`src/shared/apbs_map.svh`:
```
// Register offsets and field positions of the audio port buffer servicing block.
// Assumes byte addresses on an 8-bit register port with aligned 32-bit words.
`ifndef APBS_MAP_SVH
`define APBS_MAP_SVH
`define APBS_DATA_PORT 8'h00
`define APBS_LANE_ACTIVE 8'h04
`define APBS_LANE_DIR 8'h08
`define APBS_TX_FORMAT 8'h0C
`define APBS_RX_FORMAT 8'h10
`define APBS_TX_IRQ_EN 8'h14
`define APBS_RX_IRQ_EN 8'h18
`define APBS_TX_STATUS 8'h1C
`define APBS_RX_STATUS 8'h20
`define APBS_LANE_BASE 8'h40
`define APBS_PORT_SEL_BIT 0
`define APBS_READY_BIT 0
`define APBS_ERROR_BIT 1
`define APBS_IRQ_EN_BIT 0
`define APBS_DMA_LAT_MAX 5
`endif

```
`src/shared/apbs_pkg.sv`:
```
// Types shared by the audio port buffer servicing block and its bench.
// Assumes the register port uses 8-bit byte addresses and 32-bit data.
package apbs_pkg;
  typedef logic [7:0] apbs_addr_t;
  typedef logic [31:0] apbs_word_t;
endpackage

```
`src/design/apbs_core.sv`:
```
// Buffer servicing of a multichannel audio serial port: lane buffers, ready
// flags, DMA request pulses, interrupts, underrun and overrun detection.
// Assumes the serial engine pulses tx_load_i and rx_store_i once per slot.
//
// Design decisions made here: the address map and strobed register access.
`include "apbs_map.svh"

module apbs_core #(
  parameter int LANES = 4,
  parameter int WIDTH = 32
) (
  input wire logic clk_i,
  input wire logic resetn_i,
  input wire apbs_pkg::apbs_addr_t reg_addr_i,
  input wire apbs_pkg::apbs_word_t reg_wdata_i,
  input wire logic reg_wr_i,
  input wire logic reg_rd_i,
  output apbs_pkg::apbs_word_t reg_rdata_o,
  input wire logic tx_load_i,
  output logic [LANES-1:0][WIDTH-1:0] tx_word_o,
  input wire logic rx_store_i,
  input wire logic [LANES-1:0][WIDTH-1:0] rx_word_i,
  output logic tx_dma_req_o,
  output logic rx_dma_req_o,
  output logic tx_irq_o,
  output logic rx_irq_o
);
  import apbs_pkg::*;

  localparam int LW = (LANES > 1) ? $clog2(LANES) : 1;
  localparam int DMA_LAT = `APBS_DMA_LAT_MAX;

  typedef struct packed {
    logic [LANES-1:0][WIDTH-1:0] tx_buf;
    logic [LANES-1:0][WIDTH-1:0] tx_shift;
    logic [LANES-1:0][WIDTH-1:0] rx_buf;
    logic [LANES-1:0] active;
    logic [LANES-1:0] dir;
    logic [LANES-1:0] tx_need;
    logic [LANES-1:0] rx_pend;
    logic tx_psel;
    logic rx_psel;
    logic tx_ien;
    logic rx_ien;
    logic tx_flag;
    logic rx_flag;
    logic tx_urun;
    logic rx_orun;
    logic tx_req;
    logic rx_req;
    apbs_word_t rdata;
  } apbs_state_t;

  apbs_state_t q;
  apbs_state_t d;
  logic [LANES-1:0] tx_act;
  logic [LANES-1:0] rx_act;
  logic lane_hit;
  logic [LW-1:0] idx;
  logic [LW-1:0] pick;
  logic [WIDTH-1:0] low_word;

  // The lowest pending index gives the ascending service order of the data port.
  function automatic logic [LW-1:0] first_lane(input logic [LANES-1:0] m);
    first_lane = '0;
    for (int i = LANES - 1; i >= 0; i--)
    begin
      if (m[i])
      begin
        first_lane = i[LW-1:0];
      end
    end
  endfunction

  assign tx_act = q.active & q.dir;
  assign rx_act = q.active & ~q.dir;
  assign lane_hit = (reg_addr_i >= `APBS_LANE_BASE) && (reg_addr_i[1:0] == 2'h0) &&
                    (32'(reg_addr_i) < 32'(`APBS_LANE_BASE) + 32'(LANES * 4));
  assign idx = reg_addr_i[2 +: LW];

  always_comb
  begin
    d = q;
    pick = '0;
    d.tx_req = 1'b0;
    d.rx_req = 1'b0;
    d.rdata = '0;
    if (reg_wr_i)
    begin
      if (reg_addr_i == `APBS_DATA_PORT)
      begin
        // Writes beyond the active transmitters of this slot are dropped.
        if (!q.tx_psel && (|q.tx_need))
        begin
          pick = first_lane(q.tx_need);
          d.tx_buf[pick] = reg_wdata_i[WIDTH-1:0];
          d.tx_need[pick] = 1'b0;
        end
      end
      else if (reg_addr_i == `APBS_LANE_ACTIVE)
      begin
        d.active = reg_wdata_i[LANES-1:0];
      end
      else if (reg_addr_i == `APBS_LANE_DIR)
      begin
        d.dir = reg_wdata_i[LANES-1:0];
      end
      else if (reg_addr_i == `APBS_TX_FORMAT)
      begin
        d.tx_psel = reg_wdata_i[`APBS_PORT_SEL_BIT];
      end
      else if (reg_addr_i == `APBS_RX_FORMAT)
      begin
        d.rx_psel = reg_wdata_i[`APBS_PORT_SEL_BIT];
      end
      else if (reg_addr_i == `APBS_TX_IRQ_EN)
      begin
        d.tx_ien = reg_wdata_i[`APBS_IRQ_EN_BIT];
      end
      else if (reg_addr_i == `APBS_RX_IRQ_EN)
      begin
        d.rx_ien = reg_wdata_i[`APBS_IRQ_EN_BIT];
      end
      else if (reg_addr_i == `APBS_TX_STATUS)
      begin
        if (reg_wdata_i[`APBS_READY_BIT])
        begin
          d.tx_flag = 1'b0;
        end
        if (reg_wdata_i[`APBS_ERROR_BIT])
        begin
          d.tx_urun = 1'b0;
        end
      end
      else if (reg_addr_i == `APBS_RX_STATUS)
      begin
        if (reg_wdata_i[`APBS_READY_BIT])
        begin
          d.rx_flag = 1'b0;
        end
        if (reg_wdata_i[`APBS_ERROR_BIT])
        begin
          d.rx_orun = 1'b0;
        end
      end
      else if (lane_hit && q.tx_psel && tx_act[idx])
      begin
        d.tx_buf[idx] = reg_wdata_i[WIDTH-1:0];
        d.tx_need[idx] = 1'b0;
      end
    end
    if (reg_rd_i)
    begin
      if (reg_addr_i == `APBS_DATA_PORT)
      begin
        if (!q.rx_psel && (|q.rx_pend))
        begin
          pick = first_lane(q.rx_pend);
          d.rdata[WIDTH-1:0] = q.rx_buf[pick];
          d.rx_pend[pick] = 1'b0;
        end
      end
      else if (reg_addr_i == `APBS_LANE_ACTIVE)
      begin
        d.rdata[LANES-1:0] = q.active;
      end
      else if (reg_addr_i == `APBS_LANE_DIR)
      begin
        d.rdata[LANES-1:0] = q.dir;
      end
      else if (reg_addr_i == `APBS_TX_FORMAT)
      begin
        d.rdata[`APBS_PORT_SEL_BIT] = q.tx_psel;
      end
      else if (reg_addr_i == `APBS_RX_FORMAT)
      begin
        d.rdata[`APBS_PORT_SEL_BIT] = q.rx_psel;
      end
      else if (reg_addr_i == `APBS_TX_IRQ_EN)
      begin
        d.rdata[`APBS_IRQ_EN_BIT] = q.tx_ien;
      end
      else if (reg_addr_i == `APBS_RX_IRQ_EN)
      begin
        d.rdata[`APBS_IRQ_EN_BIT] = q.rx_ien;
      end
      else if (reg_addr_i == `APBS_TX_STATUS)
      begin
        d.rdata[`APBS_READY_BIT] = q.tx_flag;
        d.rdata[`APBS_ERROR_BIT] = q.tx_urun;
      end
      else if (reg_addr_i == `APBS_RX_STATUS)
      begin
        d.rdata[`APBS_READY_BIT] = q.rx_flag;
        d.rdata[`APBS_ERROR_BIT] = q.rx_orun;
      end
      else if (lane_hit)
      begin
        if (rx_act[idx] && q.rx_psel)
        begin
          d.rdata[WIDTH-1:0] = q.rx_buf[idx];
          d.rx_pend[idx] = 1'b0;
        end
        else if (tx_act[idx])
        begin
          d.rdata[WIDTH-1:0] = q.tx_buf[idx];
        end
      end
    end
    // Flags drop once every active lane is served; a slot event below wins.
    if ((d.tx_need & tx_act) == '0)
    begin
      d.tx_flag = 1'b0;
    end
    if ((d.rx_pend & rx_act) == '0)
    begin
      d.rx_flag = 1'b0;
    end
    if (tx_load_i)
    begin
      if (|(d.tx_need & tx_act))
      begin
        d.tx_urun = 1'b1;
      end
      d.tx_shift = d.tx_buf;
      d.tx_need = tx_act;
      d.tx_flag = 1'b1;
      d.tx_req = 1'b1;
    end
    if (rx_store_i)
    begin
      if (|(d.rx_pend & rx_act))
      begin
        d.rx_orun = 1'b1;
      end
      for (int i = 0; i < LANES; i++)
      begin
        if (rx_act[i])
        begin
          d.rx_buf[i] = rx_word_i[i];
        end
      end
      d.rx_pend = rx_act;
      d.rx_flag = 1'b1;
      d.rx_req = 1'b1;
    end
  end

  always_ff @(posedge clk_i or negedge resetn_i)
  begin
    if (!resetn_i)
    begin
      q <= '0;
    end
    else
    begin
      q <= d;
    end
  end

  assign reg_rdata_o = q.rdata;
  assign tx_word_o = q.tx_shift;
  assign tx_dma_req_o = q.tx_req;
  assign rx_dma_req_o = q.rx_req;
  assign tx_irq_o = q.tx_flag & q.tx_ien;
  assign rx_irq_o = q.rx_flag & q.rx_ien;

  // Word that a data port read should return; kept as a net so the read check samples a signal.
  assign low_word = q.rx_buf[first_lane(q.rx_pend)];
endmodule

```
`config.mk`:
```
export PLATFORM = sky130hd
export DESIGN_NAME = apbs_core
export DESIGN_NICKNAME = d
export VERILOG_FILES = /design/src/shared/apbs_pkg.sv /design/src/design/apbs_core.sv
export VERILOG_INCLUDE_DIRS = /design/src /design/src/shared
export SDC_FILE = /design/constraint.sdc
export NUM_CORES = 1
export LEC_CHECK = 0
export BUFFER_PORTS_ARGS = -buffer_cell sky130_fd_sc_hd__buf_2
export CAP_MARGIN = 20
export CORE_ASPECT_RATIO = 1.25
export CORE_MARGIN = 4
export CORE_UTILIZATION = 52
export DETAILED_ROUTE_END_ITERATION = 8
export PLACE_DENSITY_LB_ADDON = 0.3
export SYNTH_ARGS = -nofsm -noshare
export SYNTH_HDL_FRONTEND = slang
export SYNTH_SLANG_ARGS = --single-unit
```
`constraint.sdc`:
```
create_clock -name clk_i -period 2.5 [get_ports clk_i]
set_clock_uncertainty 0.2 [all_clocks]
set_input_delay 0 -clock clk_i [delete_from_list [all_inputs] [get_ports clk_i]]
set_output_delay 0 -clock clk_i [all_outputs]
set_load 0.02 [all_outputs]
```
Yosys cells after proc, flatten, opt, wreduce, memory -nomap -nowiden
Cells that the tools add are included.
Storage, ports and cells
  register bits: 442
  input port bits: 174
  output and inout port bits: 164
  word-level logic and storage cells: 240
Operators by class
  magnitude comparators: 8
  eq/ne operators: 23
  mux-type cells: 124
  bitwise logic cells: 20
  reductions and logical operators: 38
Operators with widths (number)
  $mux W128: 12
  $mux W32: 11
  $bwmux W128: 2
  $bmux W32 S2: 3
  $mux W4: 37
  $demux W32 S2: 2
  $mux W31: 4
  $mux W30: 2
  $mux W28: 2
  $ne A3 B2 Y1 const B: 15
  $and A4 B4 Y4: 8
  $eq A8 B5 Y1 const B: 4
  $mux W2: 16
  $mux W1: 28
  $reduce_bool A3 Y1: 6
  $eq A8 B4 Y1 const B: 2
  $not A4 Y4: 4
  $reduce_or A4 Y1: 4
  $reduce_and A11 Y1: 1
  $logic_and A1 B1 Y1: 10
  $reduce_and A10 Y1: 1
  $lt A2 B3 Y1 const B: 3
  $eq A8 B3 Y1 const B: 1
  $eq A8 B6 Y1 const B: 1
  18 further kinds: 34

Depth between registers and ports, before layout
  depth after elaboration: 22
  depth in mapped cells: 8
  gate-level depth less buffers: 5

Least setup slack after synthesis
OpenSTA, ideal clock, no wires.
  path kind: input-to-reg
  start: input port reg_addr_i[1]
  end: register q, in the netlist tx_word_o[35]
  setup time: 0.127 ns
  data arrival time: 2.215 ns
  required time: 2.173 ns
  slack: -0.043 ns
  cell stages on the path: 7
  buffers on the path: 2
  path through: or4_1 buf_2 or4_4 a21oi_4 buf_6 mux2_4 mux2_1
RTL lines
  start: declaration: line apbs_core.sv:14  | input wire apbs_pkg::apbs_addr_t reg_addr_i,
  end signal: assignment: line apbs_core.sv:253  | q <= '0;
  end signal: assignment: line apbs_core.sv:257  | q <= d;
  end: declaration: line apbs_core.sv:54  | apbs_state_t q;

==> impl_metrics.toml <==
[placed_design]
place_hpwl_microns = 44600
port_buffers = 337
dp_cells = 2449
place_area_sq_um = 23600
dp_slack_ns = -0.188
gp_congestion = 0.903

[min_path]
hold_end = "q[174]"
hp-start = "rx_word_i[116]"
hold_depth = 3
hp-class = "in2reg"

[logic_synthesis]
synth.area.top_cells = "dfrtp_1 (51%), mux2_2 (12%), mux4_2 (6.7%)"
postSynth.asyncResetShare_pct = 100
syn_area_sq_um = 21600
syn_inst = 1730
synth-seq-cells = 442
synth_top_area_share_pct = 51.2
ys.flop_type = "dfrtp_1"
yosysSeqAreaShare_pct = 51.2
synth_edf_count = 0
yosysTopAreaCell = "dfrtp_1"
syn_avg_cell_area_sq_um = 12.5
ys_types = 70
synth_fp_nets = 1904
yosysWarnings = 0

[timing]
fmax_mhz = 402
setup_viol = 0
drv_slew = 0
hold_viol = 0
layout_setup_ws_ns = 0.0144
min_period_ns = 2.49
fin_crit_sh_pct = 99.4
relSlewSlack_pct = 61.1
grt_setup_unrepaired = "yes"
tns_ns = 0
tightest_slew_ns = 0.584

[run]
max_cap_viol_count = 0

[layout]
syn_to_final_growth_pct = 26.0
drive_above_1_share_pct = 41.3
fin_nets = 2313
nFillCells = 3021
final_util_pct = 66.2
stdcell_area_sq_um = 27200
instances_no_fill = 2726
layout_commonest_cell = "dfrtp_1"
layout_common_cells = "dfrtp_1 (442), buf_2 (332), mux2_2 (230), dlygate4sd3_1 (183), buf_4 (101)"

[global_route]
antenna_found_initial = 1
grt_max_degree = 95
grt_pass1_vias = 17800
gr-total-overflow = 0
grt_pass1_wl_microns = 106000
grt_use_total_pct = 30.4

[floorplanning]
core_area_sq_um = 41100
die_h_microns = 236
die_width_microns = 190
io_pins = 338
initial_core_util_pct = 52.6
die-area_sq_um = 44900
rows = 83

[power_and_ir_drop]
cellLeakagePower_nw = 13.2
ir_drop_mv = 0.497
power_density_nw_per_um2 = 652

[route]
post_drt_via_cell_ratio = 6.20
drc = 0
via_count = 16900
drt_wl_total_microns = 70900
wl_per_cell_microns = 26.0
ant_nets = 0
first_pass_iters = 5
drt-initial-drc-count = 1441

[clock_tree]
cts-root-buf = "clkbuf_16"
cts_num_sinks = 442
clk_pin_slew_ns = 0.07
clock_latency_ns = 0.56
cts_max_level = 2
cts_buffers = 45
cts_tree = "built"
clk_path_buf_depth = 3

[outcome]
outcome = "finished, final reports clean"

[worst_setup_path]
r2r_slack_ns = 0.01
worstSetupPathType = "reg2reg"
worstPathMaxFanout = 12
crit_buf_inv = 2
cp_top_family = "multiplexers"
rr_startpoint = "q[41]"
cp.required_ns = 2.74
crit_chain = "or4_4 -> a21oi_4 -> buf_4 -> clkbuf_16 -> mux2_4 -> mux2_2"
critPathArrivalTime_ns = 2.72
worst_path_largest_cell_delay_ns = 0.57
worstSetupStartpointType = "flop"
cp_slowest_cell = "or4_4"
r2r-end = "tx_word_o[43]"
startpoint = "q[41]"
r2r.worst_path.cells = 6
endpoint_kind = "flop"
## metal layers
metal  GRT usage (%)  vias up  share of wire (%)
met5               0        -                  0
li1                -     7128                  -
met3            5.85      174                8.5
met2            49.4      914                 49
met4            11.5        0                3.7
met1            40.8     8686                 39
## cells by family (layout without fill, tap and decap cells)
group                  count (synthesis)  in the layout  share of synthesized area [%]
AOI/OAI and AO/OA                    333            333                           11.7
buffers and inverters                307            750                           8.29
DFF                                  442            442                           51.2
muxes                                354            354                           22.1
other                                  0              1                              0
and+or+nand+nor                      294            294                           6.81
## worst register-to-register path, delay by kind of cell (launching register included)
kind | cells | cell delay, ns
buf+inv | 2 | 0.37
mux | 2 | 0.58
compound gates | 1 | 0.21
simple gates | 1 | 0.57
flops | 1 | 0.44
## stage by stage
step	hold WS (ns)	total power, mW
finish	0.0105	17.8
global route	0.0133	18.4
floorplan	-0.496	9.56
detailed placement	-0.259	10.4
global placement	-0.263	10.3
CTS	0.000317	17.8
## worst max path at each step
stage                               end  slack [ns]  cells after the start
after detailed placement  tx_word_o[33]       -0.19                      7
final                     tx_word_o[43]        0.01                      6
after floorplan           tx_word_o[35]       0.008                      7
after global placement    tx_word_o[33]       -0.18                      7
after CTS                 tx_word_o[58]        0.01                      8
after global routing      tx_word_o[45]       -0.03                      6
## sequential cells by signal (all words and copies together), names as in the netlist
signal	flops
q	280
tx_word_o	128
reg_rdata_o	32
rx_dma_req_o	1
tx_dma_req_o	1
## report_power, final
| part | switching (mW) | internal (mW) |
|---|---|---|
| sequential | 0.509 | 7.78 |
| clock | 2.91 | 4.18 |
| combinational | 1.08 | 1.29 |
| total | 4.50 | 13.3 |
## cells in the mapped netlist (34+ instances only)
cell type	n
nor2_1	79
a21oi_1	35
a31oi_1	39
nand3_1	45
dfrtp_1	442
mux2_2	232
and3_1	39
a221o_1	34
o21ai_0	50
mux4_2	64
nand2_1	64
buf_4	160
clkbuf_1	100
## cell type report
| class | count | area [sq um] | share of cell area (%) |
|---|---|---|---|
| flip-flops and latches | 442 | 11100 | 40.6 |
| multi-input cells | 981 | 8910 | 32.7 |
| repair buffers | 654 | 4950 | 18.2 |
| clock buffers | 64 | 1350 | 4.95 |
| well taps | 552 | 691 | 2.54 |
| clock inverters | 17 | 218 | 0.799 |
| inverters | 15 | 56.3 | 0.207 |
| diodes | 1 | 2.50 | 0.00919 |
## repair_timing
action / 4_1_cts / 5_1_grt
pin swaps: 1 / 6
gates cloned: 0 / 3
endpoints found under the setup margin: 34 / 46
setup buffers: 0 / 6
gates resized for setup: 6 / 12
hold endpoints to repair: 883 / 1
hold buffers: 186 / 1
Note: power is estimated with default switching activity, not from simulation.
